### config.mk
export PLATFORM = sky130hd
export DESIGN_NAME = vectored_interrupt_control
export DESIGN_NICKNAME = d
export VERILOG_FILES = /design/src/vic_pkg.sv /design/src/vectored_interrupt_control.sv
export SDC_FILE = /design/constraint.sdc
export NUM_CORES = 1
export LEC_CHECK = 0
export BUFFER_PORTS_ARGS = -buffer_cell sky130_fd_sc_hd__buf_2
export CAP_MARGIN = 20
export CORE_UTILIZATION = 53
export CTS_BUF_LIST = sky130_fd_sc_hd__clkbuf_16
export DETAILED_ROUTE_END_ITERATION = 6
export GPL_ROUTABILITY_DRIVEN = 1
export PLACE_DENSITY = 0.81
export SYNTH_ARGS = -nofsm -noshare
export SYNTH_HDL_FRONTEND = slang
export SYNTH_SLANG_ARGS = --single-unit
### constraint.sdc
create_clock -name mclk_in -period 4.65 [get_ports mclk_in]
set_input_delay 0.2325 -clock mclk_in [delete_from_list [all_inputs] [get_ports mclk_in]]
set_output_delay 0.2325 -clock mclk_in [all_outputs]
set_load 0.02 [all_outputs]
### src/vic_pkg.sv
// Constants, types and the vector table shared by the interrupt controller
package vic_pkg;

	// ------------------------------------------------------------
	// Sizes
	// ------------------------------------------------------------
	localparam int NUM_SRC = 22;
	localparam int IDX_W = 5;
	localparam int VEC_W = 16;
	localparam int NUM_RST = 4;

	// ------------------------------------------------------------
	// Vector table addresses
	// ------------------------------------------------------------
	localparam logic [VEC_W-1:0] RESET_VECTOR = 16'h0000;
	localparam logic [VEC_W-1:0] BREAK_VECTOR = 16'h003E;
	// Entry n belongs to request index n, index 0 the highest default priority
	localparam logic [VEC_W-1:0] VECTOR_TABLE [0:NUM_SRC-1] = '{
		16'h0004, 16'h0006, 16'h0008, 16'h000A, 16'h000C, 16'h000E,
		16'h0010, 16'h0012, 16'h0014, 16'h0016, 16'h0018, 16'h001A,
		16'h001C, 16'h001E, 16'h0020, 16'h0022, 16'h0024, 16'h0026,
		16'h0028, 16'h002A, 16'h002E, 16'h0034
	};

	// ------------------------------------------------------------
	// Request index of each source
	// ------------------------------------------------------------
	localparam int IDX_LOW_VOLTAGE = 0;
	localparam int IDX_EXT_PIN_0 = 1;
	localparam int IDX_UART_B_RX_ERROR = 7;
	localparam int IDX_UART_B_RX_DONE = 8;
	localparam int IDX_UART_B_TX_DONE = 9;
	localparam int IDX_SERIAL_SHARED = 10;
	localparam int IDX_TIMER_H_UNIT1 = 11;
	localparam int IDX_TIMER_H_UNIT0 = 12;
	localparam int IDX_EVENT_COUNTER_50 = 13;
	localparam int IDX_WIDE_TIMER_CH0 = 14;
	localparam int IDX_WIDE_TIMER_CH1 = 15;
	localparam int IDX_ADC_DONE = 16;
	localparam int IDX_UART_A_RX = 17;
	localparam int IDX_WATCH_INTERVAL = 18;
	localparam int IDX_EVENT_COUNTER_51 = 19;
	localparam int IDX_WATCH_OVERFLOW = 20;
	localparam int IDX_SERIAL_BUS_DONE = 21;

	// ------------------------------------------------------------
	// Types
	// ------------------------------------------------------------
	typedef struct packed {
		logic low_voltage_irq;
		logic [5:0] ext_pin_irq;
		logic uart_b_rx_error_irq;
		logic uart_b_rx_done_irq;
		logic uart_b_tx_done_irq;
		logic clocked_serial_done_irq;
		logic uart_a_tx_done_irq;
		logic timer_h_unit1_irq;
		logic timer_h_unit0_irq;
		logic event_counter_50_irq;
		logic wide_timer_ch0_irq;
		logic wide_timer_ch1_irq;
		logic adc_done_irq;
		logic uart_a_rx_irq;
		logic watch_interval_irq;
		logic event_counter_51_irq;
		logic watch_overflow_irq;
		logic serial_bus_done_irq;
	} irq_src_t;

	typedef enum logic [1:0] {
		ST_IDLE = 2'b01,
		ST_OFFER = 2'b10
	} vic_state_t;

	typedef struct packed {
		vic_state_t fsm;
		logic [NUM_SRC-1:0] pending;
		logic brk_pending;
		logic [IDX_W-1:0] sel_idx;
		logic sel_brk;
		logic isp_high;
		logic isp_low;
		logic irq_req;
		logic [VEC_W-1:0] vector;
		logic standby;
		logic reset_req;
	} vic_regs_t;

endpackage : vic_pkg

### src/vectored_interrupt_control.sv
// Vectored interrupt controller: request latching, grouping, arbitration, vectors
// How it works
// - Priority flag puts each source high or low
// - High request may nest over low service
// - Same group resolved by fixed index order
// - Unmasked request raises standby release
// - Break accepted even with interrupts disabled
// - Break ignores groups and in-service flags
// - Four reset sources share one vector
// - Low-voltage request: priority 0, vector 0004
// - Pin edges: priorities 1-6, vectors 0006-0010
// - UART B error: priority 7, vector 0012
// - UART B receive: priority 8, vector 0014
// - UART B transmit: priority 9, vector 0016
// - Serial port, UART A transmit share 0018
// - Timer H unit 1: priority 11, 001A
// - Timer H unit 0: priority 12, 001C
// - Event counter 50: priority 13, 001E
// - Wide timer channel 0: priority 14, 0020
// - Wide timer channel 1: priority 15, 0022
// - A/D done: priority 16, vector 0024
// - UART A receive or error: 17, 0026
// - Watch interval: priority 18, vector 0028
// - Event counter 51: priority 19, 002A
// - Priority 0 highest down to 21 lowest
// - Watch overflow 002E, serial bus 0034
// - Break vector 003E, resets vector 0000
`timescale 1ns/1ps

module vectored_interrupt_control (
	input wire logic mclk_in,
	input wire logic rst_in,
	input wire vic_pkg::irq_src_t irq_src_in,
	input wire logic [vic_pkg::NUM_SRC-1:0] mask_flags_in,
	input wire logic [vic_pkg::NUM_SRC-1:0] priority_flags_in,
	input wire logic int_enable_in,
	input wire logic break_instruction_in,
	input wire logic [vic_pkg::NUM_RST-1:0] reset_src_in,
	input wire logic cpu_ack_in,
	input wire logic cpu_return_in,
	output logic irq_req_out,
	output logic irq_is_break_out,
	output logic [vic_pkg::VEC_W-1:0] vector_out,
	output logic in_service_high_out,
	output logic in_service_low_out,
	output logic [vic_pkg::NUM_SRC-1:0] pending_out,
	output logic standby_release_out,
	output logic reset_req_out
);

	// ------------------------------------------------------------
	// Functions
	// ------------------------------------------------------------

	// Lowest set index wins, which is the highest default priority
	function automatic logic [vic_pkg::IDX_W-1:0] first_set(
		input logic [vic_pkg::NUM_SRC-1:0] vec
	);
		logic [vic_pkg::IDX_W-1:0] idx;
		idx = 5'h00;
		for (int i = vic_pkg::NUM_SRC - 1; i >= 0; i--) begin
			if (vec[i]) begin
				idx = 5'(i);
			end
		end
		return idx;
	endfunction : first_set

	function automatic logic [vic_pkg::VEC_W-1:0] vector_of(
		input logic [vic_pkg::IDX_W-1:0] idx
	);
		return vic_pkg::VECTOR_TABLE[idx];
	endfunction : vector_of

	// Map each peripheral line onto its request index
	function automatic logic [vic_pkg::NUM_SRC-1:0] pack_requests(
		input vic_pkg::irq_src_t s
	);
		logic [vic_pkg::NUM_SRC-1:0] v;
		v = 22'h00_0000;
		v[vic_pkg::IDX_LOW_VOLTAGE] = s.low_voltage_irq;
		for (int p = 0; p < 6; p++) begin
			v[vic_pkg::IDX_EXT_PIN_0 + p] = s.ext_pin_irq[p];
		end
		v[vic_pkg::IDX_UART_B_RX_ERROR] = s.uart_b_rx_error_irq;
		v[vic_pkg::IDX_UART_B_RX_DONE] = s.uart_b_rx_done_irq;
		v[vic_pkg::IDX_UART_B_TX_DONE] = s.uart_b_tx_done_irq;
		// Either event sets the same flag; software tells them apart
		v[vic_pkg::IDX_SERIAL_SHARED] = s.clocked_serial_done_irq
			| s.uart_a_tx_done_irq;
		v[vic_pkg::IDX_TIMER_H_UNIT1] = s.timer_h_unit1_irq;
		v[vic_pkg::IDX_TIMER_H_UNIT0] = s.timer_h_unit0_irq;
		v[vic_pkg::IDX_EVENT_COUNTER_50] = s.event_counter_50_irq;
		// Timer already merges compare match and capture edge per channel
		v[vic_pkg::IDX_WIDE_TIMER_CH0] = s.wide_timer_ch0_irq;
		v[vic_pkg::IDX_WIDE_TIMER_CH1] = s.wide_timer_ch1_irq;
		v[vic_pkg::IDX_ADC_DONE] = s.adc_done_irq;
		v[vic_pkg::IDX_UART_A_RX] = s.uart_a_rx_irq;
		v[vic_pkg::IDX_WATCH_INTERVAL] = s.watch_interval_irq;
		v[vic_pkg::IDX_EVENT_COUNTER_51] = s.event_counter_51_irq;
		v[vic_pkg::IDX_WATCH_OVERFLOW] = s.watch_overflow_irq;
		v[vic_pkg::IDX_SERIAL_BUS_DONE] = s.serial_bus_done_irq;
		return v;
	endfunction : pack_requests

	// ------------------------------------------------------------
	// State
	// ------------------------------------------------------------
	vic_pkg::vic_regs_t state_reg;
	vic_pkg::vic_regs_t state_next;

	logic [vic_pkg::NUM_SRC-1:0] req_set;
	logic [vic_pkg::NUM_SRC-1:0] req_clr;
	logic [vic_pkg::NUM_SRC-1:0] eligible;
	logic [vic_pkg::NUM_SRC-1:0] group_high;
	logic [vic_pkg::NUM_SRC-1:0] group_low;
	logic [vic_pkg::NUM_SRC-1:0] candidates;
	logic allow_high;
	logic allow_low;
	logic brk_clr;
	logic isp_high_after_ret;
	logic isp_low_after_ret;

	// ------------------------------------------------------------
	// Next state
	// ------------------------------------------------------------
	always_comb begin
		state_next = state_reg;
		req_set = pack_requests(irq_src_in);
		req_clr = 22'h00_0000;
		brk_clr = 1'b0;

		eligible = state_reg.pending & ~mask_flags_in;
		// Flag clear selects the high group, set selects the low group
		group_high = eligible & ~priority_flags_in;
		group_low = eligible & priority_flags_in;

		// Low service never blocks a high request, only high service does
		allow_high = int_enable_in & ~state_reg.isp_high;
		allow_low = int_enable_in & ~state_reg.isp_high & ~state_reg.isp_low;

		if (allow_high && (|group_high)) begin
			candidates = group_high;
		end else if (allow_low) begin
			candidates = group_low;
		end else begin
			candidates = 22'h00_0000;
		end

		// Return pops the innermost level first
		isp_high_after_ret = state_reg.isp_high;
		isp_low_after_ret = state_reg.isp_low;
		if (cpu_return_in) begin
			if (state_reg.isp_high) begin
				isp_high_after_ret = 1'b0;
			end else begin
				isp_low_after_ret = 1'b0;
			end
		end
		state_next.isp_high = isp_high_after_ret;
		state_next.isp_low = isp_low_after_ret;

		unique case (state_reg.fsm)
			vic_pkg::ST_IDLE: begin
				// Break outranks every maskable request and needs no enable
				if (state_reg.brk_pending) begin
					state_next.sel_brk = 1'b1;
					state_next.fsm = vic_pkg::ST_OFFER;
				end else if (|candidates) begin
					state_next.sel_brk = 1'b0;
					state_next.sel_idx = first_set(candidates);
					state_next.fsm = vic_pkg::ST_OFFER;
				end
			end
			vic_pkg::ST_OFFER: begin
				if (cpu_ack_in) begin
					state_next.fsm = vic_pkg::ST_IDLE;
					if (state_reg.sel_brk) begin
						brk_clr = 1'b1;
					end else begin
						req_clr[state_reg.sel_idx] = 1'b1;
						if (priority_flags_in[state_reg.sel_idx]) begin
							state_next.isp_low = 1'b1;
						end else begin
							state_next.isp_high = 1'b1;
						end
					end
				end else if (!state_reg.sel_brk && !candidates[state_reg.sel_idx]) begin
					// Masked or disabled while offered: withdraw and re-arbitrate
					state_next.fsm = vic_pkg::ST_IDLE;
				end
			end
		endcase

		// A new event in the clearing cycle stays pending
		state_next.pending = (state_reg.pending & ~req_clr) | req_set;
		state_next.brk_pending = (state_reg.brk_pending & ~brk_clr)
			| break_instruction_in;

		// Wake-up ignores the global enable and the in-service flags
		state_next.standby = |eligible;

		state_next.reset_req = |reset_src_in;

		if (state_next.reset_req) begin
			state_next.irq_req = 1'b0;
			state_next.vector = vic_pkg::RESET_VECTOR;
		end else if (state_next.fsm == vic_pkg::ST_OFFER) begin
			state_next.irq_req = 1'b1;
			if (state_next.sel_brk) begin
				state_next.vector = vic_pkg::BREAK_VECTOR;
			end else begin
				state_next.vector = vector_of(state_next.sel_idx);
			end
		end else begin
			state_next.irq_req = 1'b0;
			state_next.vector = state_reg.vector;
		end
	end

	// ------------------------------------------------------------
	// Registers
	// ------------------------------------------------------------
	always_ff @(posedge mclk_in or posedge rst_in) begin
		if (rst_in) begin
			state_reg.fsm <= vic_pkg::ST_IDLE;
			state_reg.pending <= 22'h00_0000;
			state_reg.brk_pending <= 1'b0;
			state_reg.sel_idx <= 5'h00;
			state_reg.sel_brk <= 1'b0;
			state_reg.isp_high <= 1'b0;
			state_reg.isp_low <= 1'b0;
			state_reg.irq_req <= 1'b0;
			state_reg.vector <= vic_pkg::RESET_VECTOR;
			state_reg.standby <= 1'b0;
			state_reg.reset_req <= 1'b0;
		end else begin
			state_reg <= state_next;
		end
	end

	// ------------------------------------------------------------
	// Outputs
	// ------------------------------------------------------------
	assign irq_req_out = state_reg.irq_req;
	assign irq_is_break_out = state_reg.sel_brk;
	assign vector_out = state_reg.vector;
	assign in_service_high_out = state_reg.isp_high;
	assign in_service_low_out = state_reg.isp_low;
	assign pending_out = state_reg.pending;
	assign standby_release_out = state_reg.standby;
	assign reset_req_out = state_reg.reset_req;

endmodule : vectored_interrupt_control

After elaboration in Yosys (flattened, before gate mapping)
Memory sizes are Yosys's and may differ from the RTL's.
Index checks and enable logic that the tools add are counted.
{ "op_classes": {"order_cmp": 3, "n_eq_ne": 3, "mux": 58, "n_bitwise": 17, "reduce_logical": 10} }
{ "op_table": {"columns": ["cell", "count"], "rows": [
  ["2-to-1 mux 5 bit", 23],
  ["2-to-1 mux 22 bit", 5],
  ["AND 22 bit", 4],
  ["inverter 22 bit", 3],
  ["OR reduction 22 bit", 3],
  ["2-to-1 mux 16 bit", 3],
  ["2-to-1 mux 17 bit", 2],
  ["OR 22 bit", 1],
  ["2-to-1 mux 2 bit", 7],
  ["2-to-1 mux 1 bit", 12],
  ["2-to-1 mux 6 bit", 2],
  ["binary-select mux 1 bit (select 5 bit)", 2],
  ["greater-or-equal comparator 6 bit, second input constant", 1],
  ["< comparator 5 x 6 -> 1 bit, second input constant", 1],
  ["inverter 5 -> 6 bit", 1],
  ["demux 1 bit (select 5 bit)", 1],
  ["greater-or-equal comparator 5 x 1 -> 1 bit, second input constant", 1],
  ["equality test 2 bit, second input constant", 2],
  ["case mux 2 bit (2 select lines)", 1],
  ["OR reduction 4 bit", 1],
  ["AND 1 bit", 3],
  ["logical AND 1 bit", 3],
  ["inverter 1 bit", 3],
  ["equality test 2 x 1 -> 1 bit, second input constant", 1],
  ["3 further kinds", 5]
]} }
{ "word_totals": {"regBits": 52, "mem_bits_ro": 512, "output_inout_bits": 44, "elab_cells": 103, "mem_count": 1} }
{ "memory_table": {"columns": ["name", "words", "word_bits", "rd", "rd_clocked_by_memory_dff", "write_ports", "line", "rtl"], "rows": [
  ["(name not given)", 32, 16, 1, 0, 0, "vectored_interrupt_control.sv:72", "return vic_pkg::VECTOR_TABLE[idx];"]
]} }

Longest topological paths before layout
{ "depth": {"depth_word": 38, "ltp_mapped": 15, "ltp_nobuf": 13} }

Worst setup path before layout
No wires, ideal clock.
{ "synth_timing": {"path_type": "register to register", "start": "reg state_reg, in the netlist pending_out[9]", "end": "reg state_reg, in the netlist vector_out[1]", "setup_time_ps": 123, "arrival_time_ps": 3219, "required_time_ps": 4527, "slack_ps": 1308, "stages_incl_launch_ff": 14, "n_path_buf": 0, "path_cell_list": "dfrtp_1 -> nor3b_4 -> a2111oi_4 -> nand4_1 -> o41a_1 -> and4_1 -> a41o_1 -> a2111oi_1 -> nor2_1 -> inv_1 -> ha_1 -> nor2_1 -> a31oi_1 -> o221a_1"} }
{ "synth_lines": {"columns": ["item", "line", "rtl"], "rows": [
  ["start, declared", "vectored_interrupt_control.sv:109", "vic_pkg::vic_regs_t state_reg;"],
  ["start signal, assigned", "vectored_interrupt_control.sv:238", "state_reg <= state_next;"]
]} }

==> results.md <==
- Status: finished, final reports clean
- Worst Slack Setup Final: 0.508 ns
- Yosys cell types: 92
- Synth area leader: dfrtp_1
- Syn Area/Cell: 8.53 um^2
- Die width: 88.7 um
- Antenna violations before repair: 0
- Maximum VDD drop: around 340 uV
- # Post-CTS Setup Buffers: 0
- Die height: 88.7 um
- Full die area: 7870 um^2
- Diode count: 0
- Post-Route Setup TNS: 0 ns
- Async S/R FF share, synth: 1.00
- Setup slack, reg-to-reg: 0.51 ns
- Element type at the critical path end: flip-flop
- # port buffers: 109
- Sequential fraction of the synthesis area: 0.258
- Worst Setup Start Kind: flip-flop
- Clock Skews: 0.00434 ns
- Slew @ Worst Pin: between 0.8 and 0.9 ns
- RSZ-0062 raised after global routing: false
- Max reg flops: 22
- Reg-to-reg startpoint: pending_out[16]
- Final wirelength: 13.5 mm
- Routability congestion estimate: 0.996
- Leak pwr: 0.00189 uW
- Clock buffers created by TritonCTS: 5
- Fmax: 241 MHz
- Worst slew margin: 0.397
- Nets: 632
- Final-report hold violation count: 0
- Final setup viols: 0
- IO Count: ~120
- Crit-path leading delay family: simple AND/OR/NAND/NOR gates
- CP Buf/Inv Count: 1
- Max stage delay on crit path: between 0.7 and 0.8 ns
- WL/cell: approximately 21 um
- PD cells: 408 nW/um^2
- Fin crit period: roughly 4.1 ns
- Top post-synthesis cells by area: dfrtp_1, buf_4, nand2b_1
- Hold Crit Class: in -> async
- Row count: 31
- Clock Path Buffers: 2
- CTS hold repair buffers: 0
- Fraction of layout cells with a size suffix above 1: 0.308
- Gr ovfl total: 0
- Synthesized instance count: 467
- Syn Std Cell Area: 3980 um^2
- Core ar.: between 7000 and 8000 um^2
- ANT nets after route: 0
- Fin crit share: 0.891
- Drt drc: 0
- Max H-tree Level: 2
- Root buf cell: clkbuf_16
- CTS tree: yes
- Setup WS pre-CTS: ~0.54 ns
- DR pass1 iterations: 7
- Vias in the first global route: 3796
- Vias: a little over 4k
- Crit path max fanout: 16
- Via density: 6.30
- Crit-path slowest cell: and4_1
- 1st-iter DRT viols: 382
- FF-to-FF End: vector_out[4]
- Max Slew Vio Count: 0
- Area Overhead vs Synth: 13.9%
- DP HPWL: 10.4 mm
- Largest net degree at the start of global routing: 42
- Initial Utilization: 0.549
- Post-CTS resize count: 0
- Number of max-cap violations: 0
- Yosys top cell area share: 0.251
- Worst R2R Path Depth: 13
- All-Layer GR Usage: 0.345
- Yosys warnings: 0
- Critical path type: reg -> reg
- Clk Latency, worst-skew pair: 0.29 ns
- EDFF count, synth: 0
- Register bit count reported by yosys: between 40 and 50
- Crit path required time: ~4.8 ns
- Primary FF master, synth: dfrtp_1
- CP arrival: 4.33 ns
- CTS sink cnt: 41
- Reg clk slew, reported paths: 0.07 ns
- First-pass GRT wire length: 20.0 mm
- Critical path, cell by cell: nor3b_2 -> nor4_1 -> and4_1 -> a31o_2 -> and3b_1 -> a41o_1 -> a2111oi_1 -> nor2_1 -> inv_1 -> ha_1 -> or3_1 -> o211ai_1 -> a311oi_1
per-layer routing:
metal,global-route usage,up-vias,routed length (um)
met5,0,-,0
met3,0.0597,47,1150
li1,-,1867,-
met4,0.145,0,474
met1,0.447,1957,5600
met2,0.568,232,6240
worst max path at each step:
stage / start / endpoint / slack [ns] / cells after the start
finish: pending_out[16] / vector_out[4] / 0.51 / 13
global route: pending_out[16] / vector_out[4] / 0.23 / 13
CTS: pending_out[16] / vector_out[4] / 0.54 / 13
detailed placement: pending_out[16] / vector_out[4] / 0.54 / 13
global placement: pending_out[16] / vector_out[1] / 0.76 / 13
floorplan: pending_out[9] / vector_out[1] / 1.31 / 13
logic make-up after synthesis:
logic type                 after synthesis  synth area share
AOI/OAI and AO/OA                      143             0.270
adders and majority gates                4            0.0126
buffers and inverters                   73             0.126
DFF                                     41             0.258
muxes                                    8            0.0361
other                                    1          0.000942
and+or+nand+nor                        197             0.297
layout by cell type (no fill, tap or decap), types with 4 or more instances in the layout:
cell	n
a211o_1	4
a211oi_1	5
a21o_1	19
a21oi_1	28
a22oi_1	4
a31oi_1	8
and3_1	4
and3_2	4
buf_2	110
buf_4	9
clkbuf_16	5
conb_1	11
dfrtp_1	40
ha_1	4
inv_1	20
mux4_2	5
nand2_1	41
nand2b_1	27
nand3_1	14
nand4_1	7
nor2_1	22
nor2b_1	7
nor3_1	17
nor3b_1	12
nor3b_2	6
nor4_1	5
o21ai_0	19
o22ai_1	4
cells in the mapped netlist (all sizes together), types with 6 or more instances:
master / count
buf: 42
nand2: 42
dfrtp: 40
a21oi: 28
nand2b: 27
a21o: 22
nor2: 22
o21ai: 21
inv: 20
nor3b: 19
nor3: 17
nand3: 14
clkbuf: 9
a31oi: 8
and3: 8
nor2b: 8
nand4: 7
nor4: 6
metrics by stage:
stage / power [uW] / instance area (um^2) / hold WS (ns) / cells / utilization
floorplan: 1120 / 4020 / 0.325 / 477 / -
global placement: 1350 / 4340 / 0.385 / 642 / 0.598
detailed placement: 1360 / 4340 / 0.412 / 642 / 0.598
CTS: 1830 / 4530 / 0.102 / 650 / 0.624
global route: 1940 / 4530 / 0.116 / 651 / 0.625
finish: 1850 / 4530 / 0.0770 / 651 / 0.625
tightest hold or removal path, delay by kind of cell:
family	cells	cell delay, ns
buffers and inverters	3	0.58
power by group:
| part | internal (uW) | leakage (uW) | switching, uW |
|---|---|---|---|
| registers | 409 | 0.000426 | 48.4 |
| clock network | 310 | 0.0000944 | 158 |
| logic | 334 | 0.00136 | 591 |
| total | 1050 | 0.00189 | 798 |
cell type report:
type,count,area (um^2)
well taps,99,124
clock buffers,5,125
repair buffers,119,618
flip-flops and latches,41,1030
multi-input cells,363,2490
clock inverters,3,68.8
fillers,663,2720
inverters,21,78.8
(Power assumes the default switching activity.)
